==> config.mk <==
export PLATFORM = sky130hd
export DESIGN_NAME = prl_port_io
export DESIGN_NICKNAME = d
export VERILOG_FILES = /design/src/prl_pkg.sv /design/src/prl_port_io.sv
export SDC_FILE = /design/constraint.sdc
export NUM_CORES = 1
export LEC_CHECK = 0
export ABC_AREA = 1
export BUFFER_PORTS_ARGS = -buffer_cell sky130_fd_sc_hd__buf_2
export CAP_MARGIN = 20
export CORE_ASPECT_RATIO = 2
export CORE_UTILIZATION = 50
export CTS_CLUSTER_DIAMETER = 60
export DETAILED_ROUTE_END_ITERATION = 7
export PLACE_DENSITY = 0.86
export SLEW_MARGIN = 20
export SYNTH_ARGS = -nofsm -noshare
export SYNTH_HDL_FRONTEND = slang
export SYNTH_SLANG_ARGS = --single-unit
==> constraint.sdc <==
create_clock -name clk -period 1.67 [get_ports clk]
set_input_delay 0.334 -clock clk [delete_from_list [all_inputs] [get_ports clk]]
set_output_delay 0.334 -clock clk [all_outputs]
set_load 0.02 [all_outputs]
==> src/prl_pkg.sv <==
/*
 * shared constants for the port register and io logic block
 * assumes a 4-bit data memory bus from the core, one clock domain
 */
package prl_pkg;
    // data width of a port register
    localparam int NIB_W = 4;
    // port selects on the core side data memory port
    localparam logic [3:0] SEL_PORT_A = 4'h0;
    localparam logic [3:0] SEL_PORT_B = 4'h1;
    localparam logic [3:0] SEL_PORT_C = 4'h2;
    localparam logic [3:0] SEL_PORT_D = 4'h3;
    localparam logic [3:0] SEL_OUT_ONE = 4'h4;
    localparam logic [3:0] SEL_OUT_TWO = 4'h5;
    localparam logic [3:0] SEL_LAST = 4'h6;
    localparam logic [3:0] SEL_LCD_ONE = 4'h7;
    localparam logic [3:0] SEL_LCD_TWO = 4'h8;
    localparam logic [3:0] SEL_LCD_X_LO = 4'h9;
    localparam logic [3:0] SEL_LCD_X_HI = 4'hA;
    localparam logic [3:0] SEL_LCD_Y0 = 4'hB;
    localparam logic [3:0] SEL_LCD_Y1 = 4'hC;
    localparam logic [3:0] SEL_LCD_Y2 = 4'hD;
    localparam logic [3:0] SEL_LCD_Y3 = 4'hE;
    // index of the sda and scl pins inside bidir port a
    localparam int SDA_BIT = 3;
    localparam int SCL_BIT = 2;
    // direction reset value: all inputs
    localparam logic [3:0] DIR_RESET = 4'h0;
    // latch reset value for lcd-shared ports
    localparam logic [3:0] LCD_RESET = 4'h0;
    // group widths
    localparam int X_W = 6;
    localparam int Y_W = 16;
endpackage

==> src/prl_port_io.sv <==
/*
 * port register and pin logic of a 4-bit controller: four bidirectional
 * ports, two output-only ports, one last port and four lcd-shared ports.
 * every port register sits in data memory and is reached by a select code.
 * pins are split into separate in, out and enable ports; the pad ring
 * combines them, and the sda and scl pads are open drain on the board.
 * assumes the core issues one data memory access per cycle with a port
 * select, and that lcd segment drive comes from an lcd driver elsewhere.
 * assumes ce reset and clock stop arrive as levels on the core clock,
 * while the pin inputs are asynchronous and synchronised here.
 */
`timescale 1ns/1ps
module prl_port_io
(
    input wire logic clk,
    input wire logic rstn,
    input wire logic ce_reset,
    input wire logic clk_stop,
    input wire logic mem_wr,
    input wire logic [3:0] mem_sel,
    input wire logic [3:0] mem_wdata,
    output logic [3:0] mem_rdata,
    input wire logic [3:0] dir_wr,
    input wire logic [3:0] dir_wdata,
    input wire logic [3:0] lcd_port_sel,
    input wire logic [29:0] lcd_seg,
    input wire logic [3:0] port_a_in,
    output logic [3:0] port_a_out,
    output logic [3:0] port_a_oe,
    input wire logic [3:0] port_b_in,
    output logic [3:0] port_b_out,
    output logic [3:0] port_b_oe,
    input wire logic [3:0] port_c_in,
    output logic [3:0] port_c_out,
    output logic [3:0] port_c_oe,
    input wire logic [3:0] port_d_in,
    output logic [3:0] port_d_out,
    output logic [3:0] port_d_oe,
    output logic [3:0] out_one_pins,
    output logic [3:0] out_two_pins,
    output logic [3:0] last_pins,
    output logic [29:0] seg_pins
);
    import prl_pkg::*;

    // bidir output latches, one nibble per port, msb is the highest pin
    logic [3:0] bidir_q [4];
    // direction bits per bidir port, 1 = output
    // a whole port shares one direction bit, so a nibble turns together
    logic [3:0] dir_q;
    // two-stage pin synchronisers
    // reads of an input port therefore lag the pins by two cycles
    logic [3:0] pin_s1_q [4];
    logic [3:0] pin_s2_q [4];
    // output-only latches
    logic [3:0] out_one_q; // first output-only port
    logic [3:0] out_two_q; // second output-only port
    logic [3:0] last_q; // last port, output only
    // lcd-shared latches (dot registers and group registers)
    logic [3:0] lcd_one_q; // first dot register
    logic [3:0] lcd_two_q; // second dot register
    logic [X_W-1:0] lcd_x_q; // six-bit group, written in two nibbles
    logic [Y_W-1:0] lcd_y_q; // sixteen-bit group, written in four nibbles
    // core writes are blocked while ce reset or clock stop is active
    logic wr_ok;
    // forced-input condition for bidir pins
    logic force_in;
    // effective direction: the stored bit, cleared while forced to input
    logic [3:0] dir_eff;
    // raw pin array for looping
    logic [3:0] pin_raw [4];

    // one gate for every port write keeps the freeze rule in a single place
    assign wr_ok = mem_wr && !ce_reset && !clk_stop;
    // power-on reset needs no term here: it clears the direction bits
    assign force_in = ce_reset || clk_stop;
    // reads and pin enables both use this, so they always agree
    assign dir_eff = force_in ? 4'h0 : dir_q;
    // port order in the array follows the select codes
    assign pin_raw[0] = port_a_in;
    assign pin_raw[1] = port_b_in;
    assign pin_raw[2] = port_c_in;
    assign pin_raw[3] = port_d_in;

    // synchronise pins; the first stage feeds only the second
    // the reset value is low, which matches an undriven input pad;
    // a pin that changes on the sampling edge may be seen one cycle later
    always_ff @(posedge clk or negedge rstn)
    begin
        if (!rstn)
        begin
            for (int i = 0; i < 4; i++)
            begin
                pin_s1_q[i] <= 4'h0;
                pin_s2_q[i] <= 4'h0;
            end
        end
        else
        begin
            for (int i = 0; i < 4; i++)
            begin
                pin_s1_q[i] <= pin_raw[i];
                pin_s2_q[i] <= pin_s1_q[i];
            end
        end
    end

    // direction control, reset to input; held during ce reset and stop
    // each strobe bit writes only its own port's direction, so software
    // can turn one port without a read-modify-write of the others
    always_ff @(posedge clk or negedge rstn)
    begin
        if (!rstn)
        begin
            dir_q <= DIR_RESET;
        end
        // direction writes are ignored while forced, like port writes
        else if (!force_in)
        begin
            for (int i = 0; i < 4; i++)
            begin
                if (dir_wr[i])
                begin
                    dir_q[i] <= dir_wdata[i];
                end
            end
        end
    end

    // bidir latches: written whatever the direction; power-on value is
    // left zero here though software must not rely on it
    // writing the latch while the port is still an input lets software
    // preset the level, so turning to output gives no glitch
    always_ff @(posedge clk or negedge rstn)
    begin
        if (!rstn)
        begin
            for (int i = 0; i < 4; i++)
            begin
                bidir_q[i] <= 4'h0;
            end
        end
        else if (wr_ok)
        begin
            for (int i = 0; i < 4; i++)
            begin
                // only the selected port's latch moves
                if (mem_sel == 4'(i))
                begin
                    bidir_q[i] <= mem_wdata;
                end
            end
        end
    end

    // output-only latches hold across ce reset and clock stop
    // power-on clears them, although the pins' power-on level is not
    // promised to software; zero was chosen so the pins start quiet
    always_ff @(posedge clk or negedge rstn)
    begin
        if (!rstn)
        begin
            out_one_q <= 4'h0;
            out_two_q <= 4'h0;
            last_q <= 4'h0;
        end
        else if (wr_ok)
        begin
            case (mem_sel)
                SEL_OUT_ONE: out_one_q <= mem_wdata;
                SEL_OUT_TWO: out_two_q <= mem_wdata;
                SEL_LAST: last_q <= mem_wdata;
                // other selects belong to other latches
                default: ;
            endcase
        end
    end

    // lcd-shared latches, loaded through dot and group registers
    // the group registers are split into nibbles; a partial group update
    // reaches the pins at once, so a group shown as a port passes through
    // a mix of old and new nibbles while software writes it, in any order
    always_ff @(posedge clk or negedge rstn)
    begin
        if (!rstn)
        begin
            lcd_one_q <= LCD_RESET;
            lcd_two_q <= LCD_RESET;
            lcd_x_q <= '0;
            lcd_y_q <= '0;
        end
        else if (wr_ok)
        begin
            case (mem_sel)
                SEL_LCD_ONE: lcd_one_q <= mem_wdata;
                SEL_LCD_TWO: lcd_two_q <= mem_wdata;
                SEL_LCD_X_LO: lcd_x_q[3:0] <= mem_wdata;
                SEL_LCD_X_HI: lcd_x_q[5:4] <= mem_wdata[1:0];
                SEL_LCD_Y0: lcd_y_q[3:0] <= mem_wdata;
                SEL_LCD_Y1: lcd_y_q[7:4] <= mem_wdata;
                SEL_LCD_Y2: lcd_y_q[11:8] <= mem_wdata;
                SEL_LCD_Y3: lcd_y_q[15:12] <= mem_wdata;
                // other selects belong to other latches
                default: ;
            endcase
        end
    end

    // pin drive for bidir ports; oe drops when forced to input
    // the data outputs show the latch even while the enable is low, so the
    // pad sees the right level in the very cycle the enable rises
    always_comb
    begin
        port_a_out = bidir_q[0];
        port_b_out = bidir_q[1];
        port_c_out = bidir_q[2];
        port_d_out = bidir_q[3];
        port_a_oe = dir_eff[0] ? 4'hF : 4'h0;
        port_b_oe = dir_eff[1] ? 4'hF : 4'h0;
        port_c_oe = dir_eff[2] ? 4'hF : 4'h0;
        port_d_oe = dir_eff[3] ? 4'hF : 4'h0;
        // output-only pins follow their latches in every mode
        out_one_pins = out_one_q;
        out_two_pins = out_two_q;
        last_pins = last_q;
    end

    // the reset term is explicit because a segment group that is not a
    // port would otherwise pass the lcd driver's signal during reset
    // lcd-shared pins: low in power-on reset (latches zero) or stop,
    // else latch data when the group is a port, else segment signal
    always_comb
    begin
        logic [29:0] port_val;
        port_val = {lcd_two_q, lcd_one_q, lcd_x_q, lcd_y_q};
        seg_pins = 30'h0;
        if (!clk_stop)
        begin
            // each group picks its source from its own select bit
            seg_pins[15:0] = lcd_port_sel[3] ? port_val[15:0] : lcd_seg[15:0];
            seg_pins[21:16] = lcd_port_sel[2] ? port_val[21:16] : lcd_seg[21:16];
            seg_pins[25:22] = lcd_port_sel[0] ? port_val[25:22] : lcd_seg[25:22];
            seg_pins[29:26] = lcd_port_sel[1] ? port_val[29:26] : lcd_seg[29:26];
        end
        if (!rstn)
        begin
            seg_pins = 30'h0;
        end
    end

    // read mux; bidir reads follow direction except sda/scl
    // a port forced to input reads its pins, as an input port would
    // the sda and scl bits always read the pad, so a device on the bus that
    // holds a line low shows up even while this side drives it high
    // unused select codes read zero and have no side effect
    always_comb
    begin
        mem_rdata = 4'h0;
        case (mem_sel)
            SEL_PORT_A, SEL_PORT_B, SEL_PORT_C, SEL_PORT_D:
            begin
                mem_rdata = dir_eff[mem_sel[1:0]] ? bidir_q[mem_sel[1:0]]
                                                  : pin_s2_q[mem_sel[1:0]];
                if (mem_sel == SEL_PORT_A)
                begin
                    mem_rdata[SDA_BIT] = pin_s2_q[0][SDA_BIT];
                    mem_rdata[SCL_BIT] = pin_s2_q[0][SCL_BIT];
                end
            end
            SEL_OUT_ONE: mem_rdata = out_one_q;
            SEL_OUT_TWO: mem_rdata = out_two_q;
            SEL_LAST: mem_rdata = last_q;
            // dot and group registers read back what was written
            SEL_LCD_ONE: mem_rdata = lcd_one_q;
            SEL_LCD_TWO: mem_rdata = lcd_two_q;
            SEL_LCD_X_LO: mem_rdata = lcd_x_q[3:0];
            // upper two bits of the six-bit group's high nibble read as zero
            SEL_LCD_X_HI: mem_rdata = {2'h0, lcd_x_q[5:4]};
            SEL_LCD_Y0: mem_rdata = lcd_y_q[3:0];
            SEL_LCD_Y1: mem_rdata = lcd_y_q[7:4];
            SEL_LCD_Y2: mem_rdata = lcd_y_q[11:8];
            SEL_LCD_Y3: mem_rdata = lcd_y_q[15:12];
            default: mem_rdata = 4'h0;
        endcase
    end
endmodule

==> metrics.md, run 1 <==
| Metric | Value |
|---|---|
| Critical path class | `reg2out` |
| Largest net degree at the start of global routing | `95` |
| Maxcap violations | `0` |
| GR Layer Usage met3 | `between 5 and 6%` |
| Synthesized area | `4300 um2` |
| CTS tree | `built` |
| Port Buffer Count | `148` |
| Initial antenna violation count | `0` |
| Clock sink count | `94` |
| Routed WL per cell | `roughly 16 um` |
| Final Cycle Share | `114%` |
| Later-pin clock latency in the skew report | `340 ps` |
| CTS max path bufs | `2` |
| Post-layout net count | `770` |
| RSZ-0062 raised after global routing | `yes` |
| Grt peak-use layer | `met2` |
| Syn nets | `592` |
| Drt first-iter violations | `405` |
| Vias in the first global route | `4253` |
| Slew @ Worst Pin | `between 800 and 900 ps` |
| Status | `complete, but fails checks` |
| Overall power | `0.00609 W` |
| CTS Hold Bufs | `0` |
| Die ar. | `9000 um2` |
| Synth Instances | `521` |
| DRT Wirelength | `12.7 mm` |
| Most frequent cell after synthesis | `nand2_1` |
| Hold WC Path Type | `in2reg` |
| Clock Skews | `3.54 ps` |
| Crit start category | `flip-flop` |
| GPL Wtd Cong | `0.982` |
| Fill cells | `616` |
| Syn. warnings | `0` |
| Place WS | `-320 ps` |
| Overall die width | `67.6 um` |
| Die Y | `133 um` |
| Yosys top cell area share | `54.7%` |
| CP Capture Type | `primary output` |
| Sequential area share after synthesis | `a little over half` |
| Clk root buf | `clkbuf_16` |
| Area of the multi-input gates | `~1800 um2` |
| Post-synthesis cell type count | `21` |
| Layout cell share with drive strength beyond 1 | `around 37%` |
| Post-route cell area | `roughly 5900 um2` |
| Fin util | `about 71%` |
| Largest area contributor in the netlist | `dfrtp_1` |
| Sequential cell area | `2350 um2` |
| Post-synthesis async set-or-reset flop share | `100%` |
| Final hold viol count | `0` |
| Failing checks | `setup timing` |
| Worst path arrival time | `~1600 ps` |
| Number of antenna cells inserted | `0` |
| Rel. slew slack | `45.7%` |
| CP required | `around 1300 ps` |
| P per Cell Area | `between 1000 and 1500 nW/um2` |
| Met1 GRT Util | `33.2%` |
| Area contributors post-synth | `dfrtp_1 55%, nand2_1 13%, o21ai_0 7.2%` |
| Post-synth top cells | `146 x nand2_1, 94 x dfrtp_1, 80 x nor2_1, 62 x o21ai_0, 32 x nor3_1` |
| Core ar. | `8290 um2` |
| Max-slew violations | `0` |
| Lkg Pwr | `~3.2 nW` |
| Initial Util | `just over 50%` |
| Final setup viols | `4` |
| Antenna Nets Post-Route | `0` |
| IR drop worst, VDD | `0.000998 V` |
| Setup TNS Final | `-888 ps` |
| Dpl hpwl | `between 9 and 10 mm` |
| Setup ws final | `-239 ps` |
| Post-synth EDFFs | `0` |
| Total global routing overflow | `0` |
| DR pass1 iterations | `7` |
| Average size of a mapped cell | `8.26 um2` |
| Post-DP Area | `5360 um2` |
| CTS buffer count | `9` |
| # rows | `47` |
| DR DRC count | `0` |
| Vias per inst | `~5.4` |
| Main flop type after synthesis | `dfrtp_1` |
| Area Overhead vs Synth | `36.2%` |
| Max frequency | `around 0.52 GHz` |
| Synth Register Bits | `94` |
| Routing usage on met2 | `between 50% and 60%` |
| Number of H-tree levels | `3` |
| GRT Util Overall | `30.8%` |
| Via Count | `4330` |
| Crit-path max FO | `4` |
| Boundary Pins | `149` |
| First-pass GRT wire length | `20.2 mm` |
| Clk slew on worst S/H paths | `60 ps` |
| Final min period | `roughly 1900 ps` |
==> critical path, stage by stage, from the launching register on <==
cell and delay [ps]:
dfrtp_1 390, nand2_2 70, nand2_2 80, nand2_4 60, nor2_4 170, nand2_1 70
nand3_1 70, nand2_1 50, nand2_1 80, nand2_2 60, buf_6 130
==> final timing paths <==
check	start	endpoint	slack, ps	cells past startpoint
setup / recovery	dir_q[0]$_DFFE_PN0P_	mem_rdata[2]	-240	10
hold / removal	port_a_in[1]	pin_s1_q[13]$_DFF_PN0_	90	1
setup reg to reg	dir_q[1]$_DFFE_PN0P_	dir_q[1]$_DFFE_PN0P_	710	4
hold reg to reg	pin_s1_q[13]$_DFF_PN0_	pin_s2_q[13]$_DFF_PN0_	350	0
max in group asynchronous	rstn	pin_s2_q[7]$_DFF_PN0_	960	2
min in group asynchronous	rstn	lcd_one_q[2]$_DFFE_PN0P_	150	2
==> final cells by class <==
type | instances | share of cell area [%]
inverters | 30 | 1.92
well taps | 98 | 2.09
multi-input cells | 372 | 30.9
flip-flops and latches | 94 | 40.1
repair buffers | 192 | 19.3
clock buffers | 10 | 4.08
clock inverters | 6 | 1.58
==> cell usage in the layout, fill, tap and decap left out <==
cell type / n
inv_6: 2
nand3b_1: 1
a31oi_1: 4
o21ai_1: 2
nand2_4: 11
o22ai_1: 12
nor2_2: 4
nand2_1: 133
a21oi_1: 5
clkbuf_16: 9
nor2_4: 2
o21ai_0: 60
nor2_1: 77
buf_2: 140
nand4_1: 6
buf_12: 2
bufinv_16: 2
nand3_1: 5
inv_1: 25
inv_2: 5
dfrtp_1: 94
o2111ai_1: 1
clkbuf_8: 1
buf_4: 46
a211oi_1: 1
nand3_2: 1
buf_6: 4
clkinvlp_4: 2
nor3_2: 13
nand2_2: 15
nor3_1: 19
==> sequential cells by signal, indices dropped and copies added (netlist names) <==
signal        cells
pin_s1_q         16
pin_s2_q         16
lcd_y_q          16
port_a_out        4
lcd_two_q         4
lcd_x_q           6
out_one_pins      4
out_two_pins      4
port_c_out        4
lcd_one_q         4
dir_q             4
last_pins         4
port_d_out        4
port_b_out        4
==> kinds of logic after synthesis <==
group / count (synthesis) / share of synthesized area [%]
flops: 94 / 54.7
simple gates: 287 / 28.6
compound gates: 85 / 10.5
buf+inv: 55 / 6.28
==> through the flow <==
step	hold slack, ps	cells
CTS	80.1	800
finish	92.2	802
detailed placement	336	779
global placement	332	779
global route	78.3	802
floorplan	38.4	521
==> layer usage <==
layer	share of wire, %	vias to the layer above
met5	0	-
met4	4.6	0
met3	6.1	53
met2	55	217
met1	34	2013
li1	-	2047
==> report_power, final <==
| part | switching [W] | internal, W |
|---|---|---|
| combinational | 0.000706 | 0.000444 |
| sequential | 0.000216 | 0.00252 |
| clock | 0.000849 | 0.00136 |
| total | 0.00177 | 0.00432 |
==> timing repair <==
item / 4_1_cts / 5_1_grt
gates resized for setup: 28 / 12
pin swaps: 8 / 7
gates cloned: 0 / 0
endpoints found under the setup margin: 4 / 4
setup buffers: 5 / 2
No activity file was read; power rests on OpenSTA's default activity.
==> run 2, diff against run 1 <==
--- a/config.mk
+++ b/config.mk
@@ -6,13 +6,14 @@
 export NUM_CORES = 1
 export LEC_CHECK = 0
 export ABC_AREA = 1
-export BUFFER_PORTS_ARGS = -buffer_cell sky130_fd_sc_hd__buf_2
 export CAP_MARGIN = 20
 export CORE_ASPECT_RATIO = 2
-export CORE_UTILIZATION = 50
+export CORE_MARGIN = 2
+export CORE_UTILIZATION = 55
 export CTS_CLUSTER_DIAMETER = 60
 export DETAILED_ROUTE_END_ITERATION = 7
-export PLACE_DENSITY = 0.86
+export DONT_BUFFER_PORTS = 1
+export PLACE_DENSITY = 0.76
 export SLEW_MARGIN = 20
 export SYNTH_ARGS = -nofsm -noshare
 export SYNTH_HDL_FRONTEND = slang
==> run 2 against run 1 <==
Effect of this change: the flow finishes with violations (hold timing, setup timing); flip-flop and latch count is the same; design area shrank 6.6%; highest routed layer unchanged; critical endpoint unchanged; register-to-register slack gained 30 ps; clock-buffer cell count shrank 1.
==> metrics.md, run 2 (synthesis results as in run 1) <==
| Metric | Value |
|---|---|
| Status | `complete, but fails checks (unchanged)` |
| Failing checks | `hold timing, setup timing (was setup timing)` |
| Slew @ Worst Pin | `535 ps (was 814 ps)` |
| GPL Wtd Cong | `0.933 (was 0.982)` |
| First-pass GRT wire length | `18.3 mm (was 20.2 mm)` |
| Max-slew violations | `0 (unchanged)` |
| CP most frequent cell | `nand2_1` |
| DR pass1 iterations | `5 (was 7)` |
| Via Count | `3929 (was 4330)` |
| Top Registers | `lcd_y_q x16, pin_s1_q x16, pin_s2_q x16 (unchanged)` |
| Vias per inst | `5.62 (was 5.40)` |
| Final Cycle Share | `109% (was 114%)` |
| Commonest non-fill, non-tap cell in the layout | `nand2_1 (was buf_2)` |
| Rel. slew slack | `64.3% (was 45.7%)` |
| RSZ-0062 raised after global routing | `yes (unchanged)` |
| Final min period | `1830 ps (was 1910 ps)` |
| Overall die width | `66.5 um (was 67.6 um)` |
| CTS Hold Bufs | `4 (was 0)` |
| DRT Wirelength | `12.0 mm (was 12.7 mm)` |
| CTS tree | `built (unchanged)` |
| Setup TNS Final | `-511 ps (was -888 ps)` |
| Place WS | `-142 ps (was -320 ps)` |
| Placed Cells incl. Taps | `672 (was 779)` |
| Port Buffer Count | `0 (was 148)` |
| Slowest CP cell | `dfrtp_1 (unchanged)` |
| CP Capture Type | `primary output (unchanged)` |
| Dpl hpwl | `8.94 mm (was 9.43 mm)` |
| Total global routing overflow | `0 (unchanged)` |
| Area Overhead vs Synth | `27.2% (was 36.2%)` |
| Setup ws final | `-156 ps (was -239 ps)` |
| Final setup viols | `4 (unchanged)` |
| CTS max path bufs | `2 (unchanged)` |
| Most frequent cells in the layout | `135 x nand2_1, 87 x dfrtp_1, 81 x buf_4 (was 140 x buf_2, 133 x nand2_1, 94 x dfrtp_1)` |
| Clk slew on worst S/H paths | `70 ps (was 60 ps)` |
| Drt first-iter violations | `236 (was 405)` |
| Number of antenna cells inserted | `0 (unchanged)` |
| Clk root buf | `clkbuf_16 (unchanged)` |
| Vias in the first global route | `3861 (was 4253)` |
| Routed WL per cell | `17.1 um (was 15.8 um)` |
| Crit-path max FO | `4 (unchanged)` |
| Core ar. | `7600 um2 (was 8290 um2)` |
| Die Y | `129 um (was 133 um)` |
| Clock sink count | `94 (unchanged)` |
| Initial antenna violation count | `0 (unchanged)` |
| Initial Util | `56.6% (was 51.9%)` |
| Lkg Pwr | `2.76 nW (was 3.21 nW)` |
| Hold slack | `-325 ps (was 92.2 ps)` |
| DR DRC count | `0 (unchanged)` |
| Critical path class | `reg2out (unchanged)` |
| Post-layout net count | `671 (was 770)` |
| CP required | `1340 ps (about the same)` |
| Final hold viol count | `94 (was 0)` |
| Die ar. | `8590 um2 (was 9000 um2)` |
| Critical path's largest stage delay | `390 ps (about the same)` |
| Worst path arrival time | `1490 ps (was 1580 ps)` |
| Boundary Pins | `149 (unchanged)` |
| Clock Skews | `3.75 ps (was 3.54 ps)` |
| Post-Layout Cell Count | `699 (was 802)` |
| CTS buffer count | `9 (unchanged)` |
| P per Cell Area | `1060 nW/um2 (was 1040 nW/um2)` |
| Largest net degree at the start of global routing | `96 (was 95)` |
| Overall power | `0.00581 W (was 0.00609 W)` |
| Number of H-tree levels | `3 (unchanged)` |
| Hold WC Path Type | `in2async (was in2reg)` |
| Crit start category | `flip-flop (unchanged)` |
| Maxcap violations | `0 (unchanged)` |
| Max frequency | `0.548 GHz (was 0.524 GHz)` |
| Antenna Nets Post-Route | `0 (unchanged)` |
| IR drop worst, VDD | `0.000944 V (was 0.000998 V)` |
| Later-pin clock latency in the skew report | `340 ps (about the same)` |
| Critical Path, Cell by Cell | `nand2_1 > nand2_1 > nand2_2 > inv_2 > nand2_4 > nand2_2 > nand3_2 > nand2_1 > nand2_1 > nand2_2 (was nand2_2 > nand2_2 > nand2_4 > nor2_4 > nand2_1 > nand3_1 > nand2_1 > nand2_1 > nand2_2 > buf_6)` |
| Layout cell share with drive strength beyond 1 | `26.1% (was 36.8%)` |
| # rows | `45 (was 47)` |
| GRT Util Overall | `29.6% (was 30.8%)` |
==> run 2: through the flow <==
stage	instance area (um2)	utilization (%)
6_report	5480	72.0
2_1_floorplan	4350	-
3_5_place_dp	5000	65.8
4_1_cts	5440	71.5
3_3_place_gp	5000	65.8
5_1_grt	5480	72.0
==> run 2: final timing paths <==
check	cells after the start	to	startpoint	slack, ps
setup / recovery	10	mem_rdata[2]	dir_q[3]$_DFFE_PN0P_	-160
hold / removal	0	pin_s1_q[4]$_DFF_PN0_	rstn	-330
setup reg to reg	4	dir_q[0]$_DFFE_PN0P_	dir_q[0]$_DFFE_PN0P_	740
min in group clk	0	pin_s1_q[15]$_DFF_PN0_	port_a_in[3]	10
max in group asynchronous	0	lcd_x_q[4]$_DFFE_PN0P_	rstn	1820
hold reg to reg	0	pin_s2_q[2]$_DFF_PN0_	pin_s1_q[2]$_DFF_PN0_	350
==> run 2: layout make-up <==
cell class              instances  area [um2]
fillers                       570        2130
clock buffers                   9         225
inverters                      30         115
multi-input cells             372        1790
clock inverters                 7        80.1
well taps                      94         118
repair buffers                 93         791
flip-flops and latches         94        2360
==> run 2: repair_timing <==
item,in CTS,in global routing
endpoints found under the hold margin,98,94
setup buffers,6,3
pin swaps,11,13
resized for setup,20,14
setup endpoints to repair,4,8
==> run 2: where the power goes <==
part | internal [W] | total [W] | switching, W
Clock | 0.00118 | 0.00206 | 0.000885
Sequential | 0.00252 | 0.00276 | 0.000242
Combinational | 0.000401 | 0.000989 | 0.000588
Total | 0.00410 | 0.00581 | 0.00172
==> run 2: critical path, delay by kind of cell (launching register included) <==
family                 cells  cell delay, ps
and+or+nand+nor            9             710
DFF                        1             390
buffers and inverters      1              50
==> run 2: routing by layer <==
| layer | share of wire [%] | vias to the layer above | global-route usage (%) |
|---|---|---|---|
| met4 | 6.7 | 0 | 24.1 |
| li1 | - | 1846 | - |
| met3 | 6.4 | 60 | 5.73 |
| met5 | 0 | - | 0 |
| met2 | 54 | 197 | 51.1 |
| met1 | 33 | 1826 | 29.7 |
==> run 3, diff against run 2 <==
--- a/config.mk
+++ b/config.mk
@@ -8,7 +8,6 @@
 export ABC_AREA = 1
 export CAP_MARGIN = 20
 export CORE_ASPECT_RATIO = 2
-export CORE_MARGIN = 2
 export CORE_UTILIZATION = 55
 export CTS_CLUSTER_DIAMETER = 60
 export DETAILED_ROUTE_END_ITERATION = 7
==> run 3 against run 2 <==
Effect of this change: the run still ends with hold timing, setup timing left; non-clock buffer count is 3 higher; final cell count increased by 0.43%; power decreased by 1.1%; wire length shrank 0.38%; clock power shrank 3%; clock skew about the same; die area fell by 4.5%; critical path type unchanged; largest cell class unchanged; largest power group unchanged; highest routed layer unchanged.
==> metrics.md, run 3 (synthesis results as in run 1) <==
| Metric | Value |
|---|---|
| Status | `complete, but fails checks (unchanged)` |
| Failing checks | `hold timing, setup timing (unchanged)` |
| Core ar. | `7600 um2 (unchanged)` |
| CP Capture Type | `primary output (unchanged)` |
| Area Overhead vs Synth | `27.4% (was 27.2%)` |
| Later-pin clock latency in the skew report | `340 ps (about the same)` |
| Clk root buf | `clkbuf_16 (unchanged)` |
| Number of antenna cells inserted | `0 (unchanged)` |
| Post-DP Area | `5040 um2 (was 5000 um2)` |
| Hold slack | `-316 ps (was -325 ps)` |
| Crit start category | `flip-flop (unchanged)` |
| Hold WC Path Type | `in2async (unchanged)` |
| Total global routing overflow | `0 (unchanged)` |
| Antenna Nets Post-Route | `0 (unchanged)` |
| Routed WL per cell | `17.0 um (was 17.1 um)` |
| Number of H-tree levels | `3 (unchanged)` |
| Setup TNS Final | `-690 ps (was -511 ps)` |
| Fill cells | `568 (was 570)` |
| Placed Cells incl. Taps | `679 (was 672)` |
| Max frequency | `0.554 GHz (was 0.548 GHz)` |
| Rel. slew slack | `61.7% (was 64.3%)` |
| Max-slew violations | `0 (unchanged)` |
| GPL Wtd Cong | `1.01 (was 0.933)` |
| Final setup viols | `8 (was 4)` |
| Clock Skews | `3.36 ps (was 3.75 ps)` |
| CTS tree | `built (unchanged)` |
| Commonest non-fill, non-tap cell in the layout | `nand2_1 (unchanged)` |
| CTS max path bufs | `2 (unchanged)` |
| # rows | `45 (unchanged)` |
| Maxcap violations | `0 (unchanged)` |
| Initial Util | `56.6% (unchanged)` |
| Post-route cell area | `5480 um2 (about the same)` |
| Most frequent cells in the layout | `130 x nand2_1, 90 x dfrtp_1, 90 x buf_4 (was 135 x nand2_1, 87 x dfrtp_1, 81 x buf_4)` |
| Initial antenna violation count | `0 (unchanged)` |
| Clk slew on worst S/H paths | `60 ps (was 70 ps)` |
| Die ar. | `8200 um2 (was 8590 um2)` |
| Post-layout net count | `674 (was 671)` |
| Largest net degree at the start of global routing | `96 (unchanged)` |
| P per Cell Area | `1050 nW/um2 (was 1060 nW/um2)` |
| Setup ws final | `-135 ps (was -156 ps)` |
| Crit-path max FO | `4 (unchanged)` |
| Final Cycle Share | `108% (was 109%)` |
| FF-to-FF path depth | `4 (unchanged)` |
| Boundary Pins | `149 (unchanged)` |
| Final min period | `1800 ps (was 1830 ps)` |
| GRT Util Overall | `30.5% (was 29.6%)` |
| Layout cell share with drive strength beyond 1 | `27.3% (was 26.1%)` |
| Vias in the first global route | `3861 (unchanged)` |
| Post-Layout Cell Count | `702 (was 699)` |
| Dpl hpwl | `8.88 mm (was 8.94 mm)` |
| IR drop worst, VDD | `0.000949 V (was 0.000944 V)` |
| Worst path arrival time | `1470 ps (was 1490 ps)` |
| RSZ-0062 raised after global routing | `yes (unchanged)` |
| Port Buffer Count | `0 (unchanged)` |
| Clock sink count | `94 (unchanged)` |
| Critical path class | `reg2out (unchanged)` |
| CP required | `1340 ps (about the same)` |
| Slew @ Worst Pin | `573 ps (was 535 ps)` |
| First-pass GRT wire length | `18.3 mm (about the same)` |
| Lkg Pwr | `2.79 nW (was 2.76 nW)` |
| Die Y | `127 um (was 129 um)` |
| DRT Wirelength | `11.9 mm (was 12.0 mm)` |
| DR DRC count | `0 (unchanged)` |
| Overall die width | `64.5 um (was 66.5 um)` |
| Via Count | `3956 (was 3929)` |
| Final hold viol count | `94 (unchanged)` |
| Vias per inst | `5.64 (was 5.62)` |
| Top Registers | `lcd_y_q x16, pin_s1_q x16, pin_s2_q x16 (unchanged)` |
| CTS buffer count | `9 (unchanged)` |
| DR pass1 iterations | `7 (was 5)` |
| Drt first-iter violations | `231 (was 236)` |
[run 3: power by group]
part	total [W]	internal (W)	switching, W
Sequential	0.00276	0.00252	0.000237
Clock	0.00200	0.00119	0.000808
Combinational	0.000992	0.000401	0.000592
[run 3: layout make-up]
class	instances	area, um2	share of cell area (%)
clock buffers	10	239	4.36
multi-input cells	372	1810	32.9
repair buffers	96	787	14.4
clock inverters	6	61.3	1.12
flip-flops and latches	94	2360	43.0
inverters	30	115	2.10
well taps	94	118	2.14
[run 3: path summary, 6_finish.rpt]
path | end | startpoint | slack, ps
hold reg to reg | pin_s2_q[11]$_DFF_PN0_ | pin_s1_q[11]$_DFF_PN0_ | 350
hold / removal | pin_s1_q[3]$_DFF_PN0_ | rstn | -320
min in group clk | pin_s1_q[9]$_DFF_PN0_ | port_b_in[1] | 20
max in group asynchronous | port_b_out[2]$_DFFE_PN0P_ | rstn | 1870
setup reg to reg | dir_q[0]$_DFFE_PN0P_ | dir_q[0]$_DFFE_PN0P_ | 750
setup / recovery | mem_rdata[3] | dir_q[2]$_DFFE_PN0P_ | -130
[run 3: what timing repair did]
action,4_1_cts,5_1_grt
gates resized for setup,21,13
pin swaps,7,7
hold endpoints to repair,94,94
endpoints found under the setup margin,4,8
buffers inserted,5,2
[run 3: through the flow]
step	util [%]	power [W]	setup slack, ps
6_report	72.1	0.00575	-135
5_1_grt	72.1	0.00598	-208
4_1_cts	71.5	0.00574	-107
3_5_place_dp	66.4	0.00370	-119
3_3_place_gp	66.4	0.00366	-120
2_1_floorplan	-	0.00334	46.9
[run 3: critical path: stages (launching register included)]
cell      delay [ps]
dfrtp_1          370
nand2_2           80
nand2_2          110
nand2_4           60
nor2_4           160
nand2_1           70
nand3b_1          80
nand2_1           70
nand2_2          120
[run 3: metal layers]
| layer | track usage (%) | part of all wire (%) | vias up |
|---|---|---|---|
| met5 | 0 | 0 | - |
| met4 | 21.2 | 5.8 | 0 |
| met3 | 7.14 | 6.4 | 56 |
| met2 | 54.6 | 55 | 195 |
| met1 | 30.0 | 33 | 1853 |
| li1 | - | - | 1852 |
